--- src/hdl/elapsed_time_meter_pkg.sv ---
// Purpose: Shared constants and types for the elapsed time meter
// Assumes: 20 MHz system clock, APB register access
// Notes: Byte addresses are chosen offsets, one word per register
package elapsed_time_meter_pkg;
  // ==========================================================
  // Timing
  // ==========================================================
  localparam int CLOCK_HZ = 20000000;
  localparam int SECOND_NS = 1000000000;
  localparam int CLOCK_PERIOD_NS = SECOND_NS / CLOCK_HZ;
  localparam int TICKS_PER_SECOND = SECOND_NS / CLOCK_PERIOD_NS;
  localparam int SAVE_INTERVAL_S = 3600;
  // ==========================================================
  // Time fields
  // ==========================================================
  localparam int MAJOR_W = 15;
  localparam int MINOR_W = 6;
  localparam int TICK_W = 25;
  localparam int SAVE_W = 12;
  localparam logic [MINOR_W-1:0] MINOR_LAST = 6'h3b;
  localparam logic [MAJOR_W-1:0] MAJOR_LAST = 15'h7fff;
  localparam logic [MAJOR_W-1:0] MAJOR_ZERO = 15'h0000;
  localparam logic [MINOR_W-1:0] MINOR_ZERO = 6'h00;
  localparam logic [MINOR_W-1:0] MINOR_ONE = 6'h01;
  localparam logic [MAJOR_W-1:0] MAJOR_ONE = 15'h0001;
  localparam logic [TICK_W-1:0] TICK_LAST = 25'(TICKS_PER_SECOND - 1);
  localparam logic [SAVE_W-1:0] SAVE_LAST = 12'(SAVE_INTERVAL_S - 1);
  // ==========================================================
  // Register map
  // ==========================================================
  localparam logic [7:0] ADDR_CONTROL = 8'h00;
  localparam logic [7:0] ADDR_SET_TIME = 8'h04;
  localparam logic [7:0] ADDR_CURRENT = 8'h08;
  localparam logic [7:0] ADDR_STATUS = 8'h0c;
  localparam logic [7:0] ADDR_SAVED = 8'h10;
  localparam int CTRL_UNIT_BIT = 0;
  localparam int CTRL_NV_BIT = 1;
  localparam int MINOR_LSB = 0;
  localparam int MAJOR_LSB = 8;
  localparam int STAT_OUT_BIT = 0;
  localparam int STAT_RUN_BIT = 1;
  localparam int STAT_SAVE_BIT = 2;
  // Time unit: 0 is hours with minutes, 1 is minutes with seconds
  typedef enum logic {
    UNIT_HOUR_MIN = 1'b0,
    UNIT_MIN_SEC = 1'b1
  } time_unit_t;
  typedef enum logic [1:0] {
    ST_IDLE = 2'b00,
    ST_RUN = 2'b01,
    ST_SAVE = 2'b11
  } meter_state_t;
endpackage

--- src/hdl/tick_divider.sv ---
// Purpose: One pulse per second from the system clock
// Assumes: Runs only while enabled; restarts at the same phase
// Notes: Holding the phase while stopped keeps partial seconds
`timescale 1ns/1ps
module tick_divider #(
  parameter logic [elapsed_time_meter_pkg::TICK_W-1:0] TICK_LAST = elapsed_time_meter_pkg::TICK_LAST
) (
  input wire logic i_clock,
  input wire logic i_rst_b,
  input wire logic i_enable,
  input wire logic i_clear,
  output logic o_tick
);
  typedef struct packed {
    logic [elapsed_time_meter_pkg::TICK_W-1:0] count;
  } div_state_t;
  div_state_t state;
  div_state_t next_state;
  // ==========================================================
  // Divider
  // ==========================================================
  always_comb begin
    next_state = state;
    if (i_clear) begin
      next_state.count = '0;
    end else if (i_enable) begin
      if (state.count == TICK_LAST) begin
        next_state.count = '0;
      end else begin
        next_state.count = state.count + 25'h0000001;
      end
    end
  end
  always_ff @(posedge i_clock or negedge i_rst_b) begin
    if (!i_rst_b) begin
      state <= '0;
    end else begin
      state <= next_state;
    end
  end
  assign o_tick = i_enable && !i_clear && (state.count == TICK_LAST);
endmodule // tick_divider

--- src/hdl/time_compare.sv ---
// Purpose: Reached test of current time against set time
// Assumes: Both values in the same unit
// Notes: Pure comparator, major field weighs first
`timescale 1ns/1ps
module time_compare (
  input wire logic [14:0] i_cur_major,
  input wire logic [5:0] i_cur_minor,
  input wire logic [14:0] i_set_major,
  input wire logic [5:0] i_set_minor,
  output logic o_reached
);
  assign o_reached = {i_cur_major, i_cur_minor} >= {i_set_major, i_set_minor};
endmodule // time_compare

--- src/hdl/elapsed_time_meter.sv ---
// Purpose: Operating time accumulator with set time output
// Assumes: APB slave, 20 MHz clock, external nonvolatile store
// Notes: Saved total is offered on a port with a write strobe
//==============================================================
`timescale 1ns/1ps
module elapsed_time_meter #(
  parameter int INSTANCE_NUMBER = 197,
  parameter logic [11:0] SAVE_INTERVAL = elapsed_time_meter_pkg::SAVE_LAST,
  // Cycles per second minus one; shortened only for simulation
  parameter logic [24:0] TICK_LAST = elapsed_time_meter_pkg::TICK_LAST
) (
  input wire logic i_clock,
  input wire logic i_rst_b,
  input wire logic i_run,
  input wire logic i_clear,
  input wire logic i_power_fail,
  input wire logic i_restore_valid,
  input wire logic [14:0] i_restore_major,
  input wire logic [5:0] i_restore_minor,
  input wire logic psel,
  input wire logic penable,
  input wire logic pwrite,
  input wire logic [7:0] paddr,
  input wire logic [31:0] pwdata,
  output logic [31:0] prdata,
  output logic pready,
  output logic pslverr,
  output logic o_out,
  output logic o_unit,
  output logic [14:0] o_set_major,
  output logic [5:0] o_set_minor,
  output logic [14:0] o_cur_major,
  output logic [5:0] o_cur_minor,
  output logic o_save_strobe,
  output logic [14:0] o_save_major,
  output logic [5:0] o_save_minor
);
  localparam logic NV_CAPABLE = (INSTANCE_NUMBER >= 197) && (INSTANCE_NUMBER <= 200);
  typedef struct packed {
    elapsed_time_meter_pkg::meter_state_t fsm;
    elapsed_time_meter_pkg::time_unit_t unit;
    logic nv_enable;
    logic [14:0] set_major;
    logic [5:0] set_minor;
    logic [14:0] cur_major;
    logic [5:0] cur_minor;
    logic [5:0] sub_minor;
    logic [11:0] save_count;
    logic power_fail_seen;
    logic out;
    logic save_strobe;
    logic [14:0] save_major;
    logic [5:0] save_minor;
    logic [31:0] rdata;
    logic err;
  } meter_t;
  meter_t state;
  meter_t next_state;
  logic tick;
  logic reached;
  logic access;
  logic [31:0] rd_mux;
  logic rd_ok;
  logic wr_ok;
  logic [14:0] wr_major;
  logic [5:0] wr_minor;
  // ==========================================================
  // Second divider and comparator
  // ==========================================================
  tick_divider #(
    .TICK_LAST(TICK_LAST)
  ) u_tick (
    .i_clock(i_clock),
    .i_rst_b(i_rst_b),
    .i_enable(i_run),
    .i_clear(i_clear),
    .o_tick(tick)
  );
  time_compare u_cmp (
    .i_cur_major(state.cur_major),
    .i_cur_minor(state.cur_minor),
    .i_set_major(state.set_major),
    .i_set_minor(state.set_minor),
    .o_reached(reached)
  );
  // ==========================================================
  // APB decode
  // ==========================================================
  assign access = psel && penable;
  assign wr_major = pwdata[elapsed_time_meter_pkg::MAJOR_LSB +: elapsed_time_meter_pkg::MAJOR_W];
  assign wr_minor = pwdata[elapsed_time_meter_pkg::MINOR_LSB +: elapsed_time_meter_pkg::MINOR_W];
  always_comb begin
    rd_mux = '0;
    rd_ok = 1'b1;
    wr_ok = 1'b1;
    case (paddr)
      elapsed_time_meter_pkg::ADDR_CONTROL: begin
        rd_mux[elapsed_time_meter_pkg::CTRL_UNIT_BIT] = state.unit;
        rd_mux[elapsed_time_meter_pkg::CTRL_NV_BIT] = state.nv_enable;
      end
      elapsed_time_meter_pkg::ADDR_SET_TIME: begin
        rd_mux[elapsed_time_meter_pkg::MAJOR_LSB +: elapsed_time_meter_pkg::MAJOR_W] = state.set_major;
        rd_mux[elapsed_time_meter_pkg::MINOR_LSB +: elapsed_time_meter_pkg::MINOR_W] = state.set_minor;
        // Minor field above 59 refused so the compare stays meaningful
        wr_ok = (wr_minor <= elapsed_time_meter_pkg::MINOR_LAST);
      end
      elapsed_time_meter_pkg::ADDR_CURRENT: begin
        rd_mux[elapsed_time_meter_pkg::MAJOR_LSB +: elapsed_time_meter_pkg::MAJOR_W] = state.cur_major;
        rd_mux[elapsed_time_meter_pkg::MINOR_LSB +: elapsed_time_meter_pkg::MINOR_W] = state.cur_minor;
        wr_ok = 1'b0;
      end
      elapsed_time_meter_pkg::ADDR_STATUS: begin
        rd_mux[elapsed_time_meter_pkg::STAT_OUT_BIT] = state.out;
        rd_mux[elapsed_time_meter_pkg::STAT_RUN_BIT] = i_run;
        rd_mux[elapsed_time_meter_pkg::STAT_SAVE_BIT] = state.power_fail_seen;
        wr_ok = 1'b0;
      end
      elapsed_time_meter_pkg::ADDR_SAVED: begin
        rd_mux[elapsed_time_meter_pkg::MAJOR_LSB +: elapsed_time_meter_pkg::MAJOR_W] = state.save_major;
        rd_mux[elapsed_time_meter_pkg::MINOR_LSB +: elapsed_time_meter_pkg::MINOR_W] = state.save_minor;
        wr_ok = 1'b0;
      end
      default: begin
        rd_ok = 1'b0;
        wr_ok = 1'b0;
      end
    endcase
  end
  // ==========================================================
  // Next state
  // ==========================================================
  always_comb begin
    next_state = state;
    next_state.save_strobe = 1'b0;
    // Bus side
    // Read word taken in setup so it stands through the access phase
    if (psel && !penable && !pwrite) begin
      next_state.rdata = rd_ok ? rd_mux : 32'h00000000;
    end
    if (access) begin
      next_state.err = pwrite ? !wr_ok : !rd_ok;
      if (pwrite && wr_ok) begin
        case (paddr)
          elapsed_time_meter_pkg::ADDR_CONTROL: begin
            next_state.unit = elapsed_time_meter_pkg::time_unit_t'(
              pwdata[elapsed_time_meter_pkg::CTRL_UNIT_BIT]);
            next_state.nv_enable = pwdata[elapsed_time_meter_pkg::CTRL_NV_BIT] && NV_CAPABLE;
          end
          elapsed_time_meter_pkg::ADDR_SET_TIME: begin
            next_state.set_major = wr_major;
            next_state.set_minor = wr_minor;
          end
          default: begin
            next_state.err = 1'b0;
          end
        endcase
      end
    end
    // Counting, with carry at sixty
    if (i_clear) begin
      next_state.cur_major = elapsed_time_meter_pkg::MAJOR_ZERO;
      next_state.cur_minor = elapsed_time_meter_pkg::MINOR_ZERO;
      next_state.sub_minor = elapsed_time_meter_pkg::MINOR_ZERO;
    // Control bit resets low, so only the instance capability gates restore
    end else if (state.fsm == elapsed_time_meter_pkg::ST_IDLE && i_restore_valid && NV_CAPABLE) begin
      next_state.cur_major = i_restore_major;
      next_state.cur_minor = i_restore_minor;
    end else if (tick) begin
      // Hour:minute unit counts sixty seconds per minute step
      if (state.unit == elapsed_time_meter_pkg::UNIT_HOUR_MIN &&
          state.sub_minor != elapsed_time_meter_pkg::MINOR_LAST) begin
        next_state.sub_minor = state.sub_minor + elapsed_time_meter_pkg::MINOR_ONE;
      end else begin
        next_state.sub_minor = elapsed_time_meter_pkg::MINOR_ZERO;
        if (state.cur_minor == elapsed_time_meter_pkg::MINOR_LAST) begin
          next_state.cur_minor = elapsed_time_meter_pkg::MINOR_ZERO;
          // Saturate at top of range rather than wrapping to zero
          if (state.cur_major != elapsed_time_meter_pkg::MAJOR_LAST) begin
            next_state.cur_major = state.cur_major + elapsed_time_meter_pkg::MAJOR_ONE;
          end else begin
            next_state.cur_minor = elapsed_time_meter_pkg::MINOR_LAST;
          end
        end else begin
          next_state.cur_minor = state.cur_minor + elapsed_time_meter_pkg::MINOR_ONE;
        end
      end
    end
    // Held value when not running needs no code: no tick, no change.
    next_state.out = reached;
    // Nonvolatile save control
    next_state.power_fail_seen = state.power_fail_seen || i_power_fail;
    case (state.fsm)
      elapsed_time_meter_pkg::ST_IDLE: begin
        next_state.fsm = elapsed_time_meter_pkg::ST_RUN;
      end
      elapsed_time_meter_pkg::ST_RUN: begin
        if (tick && state.save_count != SAVE_INTERVAL) begin
          next_state.save_count = state.save_count + 12'h001;
        end
        // Limited write endurance: save at power down or interval only
        if (state.nv_enable && ((i_power_fail && !state.power_fail_seen) ||
            (tick && state.save_count == SAVE_INTERVAL))) begin
          next_state.fsm = elapsed_time_meter_pkg::ST_SAVE;
          next_state.save_count = '0;
        end
      end
      elapsed_time_meter_pkg::ST_SAVE: begin
        next_state.save_strobe = 1'b1;
        next_state.save_major = state.cur_major;
        next_state.save_minor = state.cur_minor;
        next_state.fsm = elapsed_time_meter_pkg::ST_RUN;
      end
      default: begin
        next_state.fsm = elapsed_time_meter_pkg::ST_IDLE;
      end
    endcase
  end
  always_ff @(posedge i_clock or negedge i_rst_b) begin
    if (!i_rst_b) begin
      state <= '0;
    end else begin
      state <= next_state;
    end
  end
  // ==========================================================
  // Outputs
  // ==========================================================
  assign pready = 1'b1;
  assign prdata = state.rdata;
  assign pslverr = access && (pwrite ? !wr_ok : !rd_ok);
  assign o_out = state.out;
  assign o_unit = state.unit;
  assign o_set_major = state.set_major;
  assign o_set_minor = state.set_minor;
  assign o_cur_major = state.cur_major;
  assign o_cur_minor = state.cur_minor;
  assign o_save_strobe = state.save_strobe;
  assign o_save_major = state.save_major;
  assign o_save_minor = state.save_minor;
endmodule // elapsed_time_meter

--- config.mk ---
export PLATFORM = sky130hd
export DESIGN_NAME = elapsed_time_meter
export DESIGN_NICKNAME = d
export VERILOG_FILES = /design/src/hdl/elapsed_time_meter_pkg.sv /design/src/hdl/tick_divider.sv /design/src/hdl/time_compare.sv /design/src/hdl/elapsed_time_meter.sv
export SDC_FILE = /design/constraint.sdc
export NUM_CORES = 1
export LEC_CHECK = 0
export BUFFER_PORTS_ARGS = -buffer_cell sky130_fd_sc_hd__buf_4
export CORE_ASPECT_RATIO = 1.2
export CORE_MARGIN = 2
export CORE_UTILIZATION = 50
export DETAILED_ROUTE_END_ITERATION = 8
export HOLD_SLACK_MARGIN = 0.05
export PLACE_DENSITY_LB_ADDON = 0.15
export RECOVER_POWER = 25
export REMOVE_ABC_BUFFERS = 1
export SETUP_SLACK_MARGIN = 0.02
export SLEW_MARGIN = 20
export SYNTH_ARGS = -nofsm -noshare
export SYNTH_HDL_FRONTEND = slang
export SYNTH_HIERARCHICAL = 1
export SYNTH_SLANG_ARGS = --single-unit
export TNS_END_PERCENT = 1
--- constraint.sdc ---
create_clock -name i_clock -period 3.8 [get_ports i_clock]
set_input_delay 0 -clock i_clock [delete_from_list [all_inputs] [get_ports i_clock]]
set_output_delay 0 -clock i_clock [all_outputs]
set_load 0.02 [all_outputs]
== Word level (Yosys, flattened, before mapping) ==
Index checks and enable logic that the tools add are counted.

* Logic and storage cells: 102
* Input port bits: 70
* Output and inout port bits: 100
* Flip-flop bits (word level): 145

* $lt $le $gt $ge: 2
* Add/sub/neg operators: 5
* Mux-type cells: 26
* Equal/unequal tests: 15
* Bitwise operators: 1
* Reductions and logical operators: 37

{| class="wikitable"
|+ Operator list
! operator !! count
|-
| 25-bit two-way mux || 3
|-
| 27-bit two-way mux || 2
|-
| 15-bit case mux with 3 select lines || 1
|-
| 21-bit two-way mux || 2
|-
| 15-bit two-way mux || 2
|-
| 25-bit by 1-bit adder with 25-bit output, second input constant || 1
|-
| 25-bit == test, second input constant || 1
|-
| 12-bit two-way mux || 2
|-
| 6-bit two-way mux || 4
|-
| 23-bit two-way mux || 1
|-
| 22-bit two-way mux || 1
|-
| 21-bit >= comparator || 1
|-
| 8-bit by 4-bit == test with 1-bit output, second input constant || 2
|-
| 15-bit by 1-bit adder with 15-bit output, second input constant || 1
|-
| 15-bit inequality test, second input constant || 1
|-
| 1-bit logical AND || 13
|-
| 12-bit by 1-bit adder with 12-bit output, second input constant || 1
|-
| 6-bit by 1-bit adder with 6-bit output, second input constant || 2
|-
| 12-bit == test, second input constant || 1
|-
| 12-bit inequality test, second input constant || 1
|-
| 2-bit case mux with 5 select lines || 1
|-
| 3-bit case mux with 3 select lines || 1
|-
| 3-bit nonzero test || 3
|-
| 8-bit by 3-bit == test with 1-bit output, second input constant || 1
|-
| 24 further kinds || 37
|}

== Depth between registers and ports, before layout ==
* Depth in word-level cells: 8
* Gate-level depth with buffers: 12
* Mapped depth without buffers: 10

== Hierarchy ==
The synthesis kept the hierarchy.

{| class="wikitable"
|+ By module, submodules not included
! module !! cells each !! seq. area each (um2) !! area each (um2) !! times used
|-
| elapsed_time_meter || 627 || 2727.6 || 6214.7 || 1
|-
| tick_divider || 172 || 625.6 || 1541.5 || 1
|-
| time_compare || 73 || 0.0 || 524.3 || 1
|}

== Worst setup path before layout ==
No wires, ideal clock.

* Kind: register to register
* Start: register u_tick/state[17] (netlist bit)
* End: register state, in the netlist o_cur_minor[4]
* Library setup time: 0.069 ns
* Slack: 0.957 ns
* Data arrival time: 2.774 ns
* Buffers on the path: 1
* Data required time: 3.731 ns
* Cell stages (with the launch flop): 11
* Period minus slack after synthesis: 2.843 ns
* Cell sequence: dfrtp_1 -> or4b_2 -> nor3_1 -> nand4_1 -> nor3_1 -> clkbuf_1 -> nand2_1 -> o21ai_0 -> nor2_1 -> or4_1 -> nand3_1

* Word-level cells in the longest chain between the ends: 4

{| class="wikitable"
|+ Ends and longest elaborated chain
! what !! line !! RTL
|-
| start, declared || tick_divider.sv:17 || <nowiki>div_state_t state;</nowiki>
|-
| start signal, assigned || tick_divider.sv:38 || <nowiki>state <= next_state;</nowiki>
|-
| 25-bit == test || tick_divider.sv:41 || <nowiki>assign o_tick = i_enable && !i_clear && (state.count == TICK_LAST);</nowiki>
|-
| 1-bit logical AND || tick_divider.sv:41 ||
|-
| net tick || elapsed_time_meter.sv:59 || <nowiki>logic tick;</nowiki>
|-
| 3-bit nonzero test (no line) || -- ||
|-
| 2-bit AND reduction (no line) || -- ||
|-
| end signal, assigned || elapsed_time_meter.sv:222 || <nowiki>state <= next_state;</nowiki>
|-
| end, declared || elapsed_time_meter.sv:57 || <nowiki>meter_t state;</nowiki>
|}

The timed path passes the listed nets, and every way through them passes these cells.
A chain may end at the register's enable or synchronous reset.

== Final worst setup path ==
* Start: register u_tick/state[17] (netlist bit)
* End: register state, in the netlist o_cur_major[11]

* Word-level cells in the longest chain between the ends: 4

{| class="wikitable"
|+ Ends and longest elaborated chain
! what !! line
|-
| 25-bit == test || tick_divider.sv:41
|-
| 1-bit logical AND || tick_divider.sv:41
|-
| net tick || elapsed_time_meter.sv:59
|-
| 3-bit nonzero test (no line) || --
|-
| 4-bit AND reduction (no line) || --
|}

The timed path passes the listed nets, and every way through them passes these cells.

==> flow_metrics.tcl <==
set metrics [dict create \
    min_from "paddr[3]" \
    p_leak_nw 4.45 \
    grt_max_degree 74 \
    cp_data_arrival_time_ns 3.60 \
    clk_latency_ns 0.43 \
    grt_pass1_wl_um 36100 \
    synth_top_area_share 0.405 \
    initial_core_util 0.511 \
    fin_crit_sh 0.869 \
    area_growth_pct 19.8 \
    drt_iter0_drc 453 \
    required_ns 4.10 \
    crit_chain "or4b_2 -> nor3_1 -> nand4_1 -> nor3_1 -> nand2_1 -> o21ai_0 -> nand3_1 -> o311ai_0 -> o21ai_0" \
    ys_async_sr_fraction 1.00 \
    portBuffers 146 \
    ys_ff_latch 134 \
    ys_top_cells_by_area "dfrtp_1, buf_4, mux2_2, nand2_1, ha_1" \
    synth.most_common_cell "dfrtp_1" \
    dieHeight_um 145 \
    placementRows 51 \
    io_pins 170 \
    route.detailed.drc 0 \
    crit_path_end_kind "flip-flop" \
    irDropWorstVdd_mv 0.329 \
    worst-setup-path-type "flip-flop to flip-flop" \
    hold_violations 0 \
    grt_pass1_vias 7021 \
    r2r_cells 9 \
    p_per_area_nw_per_um2 356 \
    synth_cells 872 \
    worst_slack_ns 0.500 \
    ys_seq_area_frac 0.405 \
    yosysWarnings 6 \
    synth_common_cells "dfrtp_1, buf_4, nand2_1, o21ai_0, nor2_1" \
    max_freq_mhz 303 \
    crit_start "u_tick/state[17]" \
    numCtsBuffers 17 \
    fin_crit_ns 3.30 \
    clock_sinks 134 \
    ys.flop_type "dfrtp_1" \
    vias 7011 \
    track_usage 0.259 \
    gp_congestion 0.855 \
    rsz0062_at_grt "false" \
    die_w_um 121 \
    mappedNetlistArea_um2 8280 \
    worst_pin_slew_ns 1.87 \
    avgSynthCellArea_um2 9.50 \
    antenna_cells 0 \
    ant_nets 0 \
    worstReg2RegStart "u_tick/state[17]" \
    setup_viol 0 \
    tns_ns 0 \
    slowest_stage "or4b_2" \
    finClkSkew_ns 0.00662 \
    hold_class "input pin to flip-flop" \
    routed_wirelength_um 22200 \
    clk_path_buf_depth 2 \
    cts_root_buffer "clkbuf_16" \
    drive_gt1_frac 0.237 \
    path_clk_slew_ns 0.06 \
    yosysUniqueCellTypes 72 \
    coreArea_um2 16200 \
    vias_per_cell 5.84 \
    postCtsResizedCells 0 \
    synth_edf_count 0 \
    placed_area_um2 8860 \
    violations "max-capacitance violations, max-slew violations" \
    hold_depth 4 \
    antenna_found_initial 0 \
    cts_tree "built" \
    htreeDepth 4 \
    fin_nets 1071 \
    drv_slew 74 \
    wl_per_cell_um 18.5 \
    crit_path_max_incr_delay_ns 0.68 \
    grt-ovfl-total 0 \
    cp_max_fo 7 \
    dp_slack_ns 0.586 \
    synth_top_area_cell "dfrtp_1" \
    place_hpwl_um 15200 \
    firstDrtPassIters 5 \
    slew_headroom -0.248 \
    status "finished with violations" \
    die_area_um2 17600 \
    drv_cap 1 \
    stdcell_area_um2 9920 \
    cp-start-kind "flip-flop" \
]
-- routing by layer --
metal | track usage | vias to the layer above | wire length [um]
li1 | - | 3284 | -
met1 | 0.317 | 3445 | 9000
met2 | 0.429 | 231 | 11100
met3 | 0.0641 | 51 | 1370
met4 | 0.117 | 0 | 721
met5 | 0 | - | 0
-- kinds of logic after synthesis --
logic type,after synthesis,synth area share
AND/OR/NAND/NOR,284,0.188
adder cells (fa/ha/maj),26,0.0393
other,2,0.000907
AO/OA/AOI/OAI,204,0.166
buffers and inverters,162,0.121
XOR/XNOR,13,0.0138
flip-flops,134,0.405
multiplexers,47,0.0663
-- path summary, 6_finish.rpt --
kind | to | slack, ns
worst max-delay path | o_cur_major[11] | 0.50
worst min-delay path | prdata[1] | 0.07
worst max register to register | o_cur_major[11] | 0.50
worst min register to register | prdata[18] | 0.48
max in group asynchronous | state[59] | 1.81
min in group asynchronous | u_tick/state[23] | 0.64
-- critical path: cells and delay by family, from the launching register on --
family          cells  cell delay [ns]
compound gates      3             0.85
flops               1             0.44
simple gates        6             1.88
-- through the flow --
stage	std cells	total power, mW	hold slack (ns)	utilization
3_5_place_dp	1116	1.81	0.0748	0.547
4_1_cts	1200	3.56	0.0642	0.616
3_3_place_gp	1116	1.81	0.0743	0.547
2_1_floorplan	749	1.64	-0.296	-
6_report	1200	3.53	0.0711	0.612
5_1_grt	1200	3.66	0.109	0.612
-- registers in the layout, summed over array words and instances (netlist names) --
signal,flops
o_save_strobe,1
o_out,1
o_set_major,15
o_set_minor,6
u_tick/state,25
state,22
o_unit,1
o_cur_major,15
o_save_major,15
prdata,21
o_save_minor,6
o_cur_minor,6
-- power by group --
group          total [mW]  switching, mW  internal (mW)
registers            1.49         0.0410           1.45
logic               0.331          0.182          0.150
clock network        1.71          0.674           1.04
total                3.53          0.897           2.64
-- cell type report --
cell class	instances	area (um^2)
Sequential cell	134	3350
Clock inverter	14	175
Clock buffer	18	429
Fill cell	1422	6290
Tap cell	212	265
Inverter	29	109
Timing Repair Buffer	207	1620
Multi-Input combinational cell	586	3970
-- placed cells by master (no fill, tap or decap), drive strengths merged, types with 4 or more instances in the layout --
cell | netlist | final
a21o | 9 | 9
a21oi | 32 | 32
a22oi | 25 | 25
a2bb2oi | 20 | 20
a31oi | 10 | 10
a32o | 13 | 13
and2 | 4 | 4
and3 | 10 | 10
and4 | 4 | 4
buf | 113 | 138
clkbuf | 20 | 35
clkinv | 0 | 4
conb | 2 | 12
dfrtp | 134 | 134
dlygate4sd3 | 0 | 52
ha | 26 | 26
inv | 29 | 33
mux2 | 43 | 43
nand2 | 93 | 93
nand3 | 25 | 25
nand4 | 24 | 24
nor2 | 40 | 40
nor2b | 12 | 12
nor3 | 21 | 21
nor3b | 5 | 5
nor4 | 13 | 13
o211ai | 4 | 4
o21ai | 63 | 63
o31ai | 8 | 8
or3 | 7 | 7
or4 | 4 | 4
or4b | 7 | 7
xnor2 | 9 | 9
xor2 | 4 | 4
-- what timing repair did --
item | 4_1_cts | 5_1_grt
hold buffers | 52 | 0
endpoints found under the hold margin | 136 | 0
setup buffers | 0 | 0
Note: power is estimated with default switching activity, not from simulation.
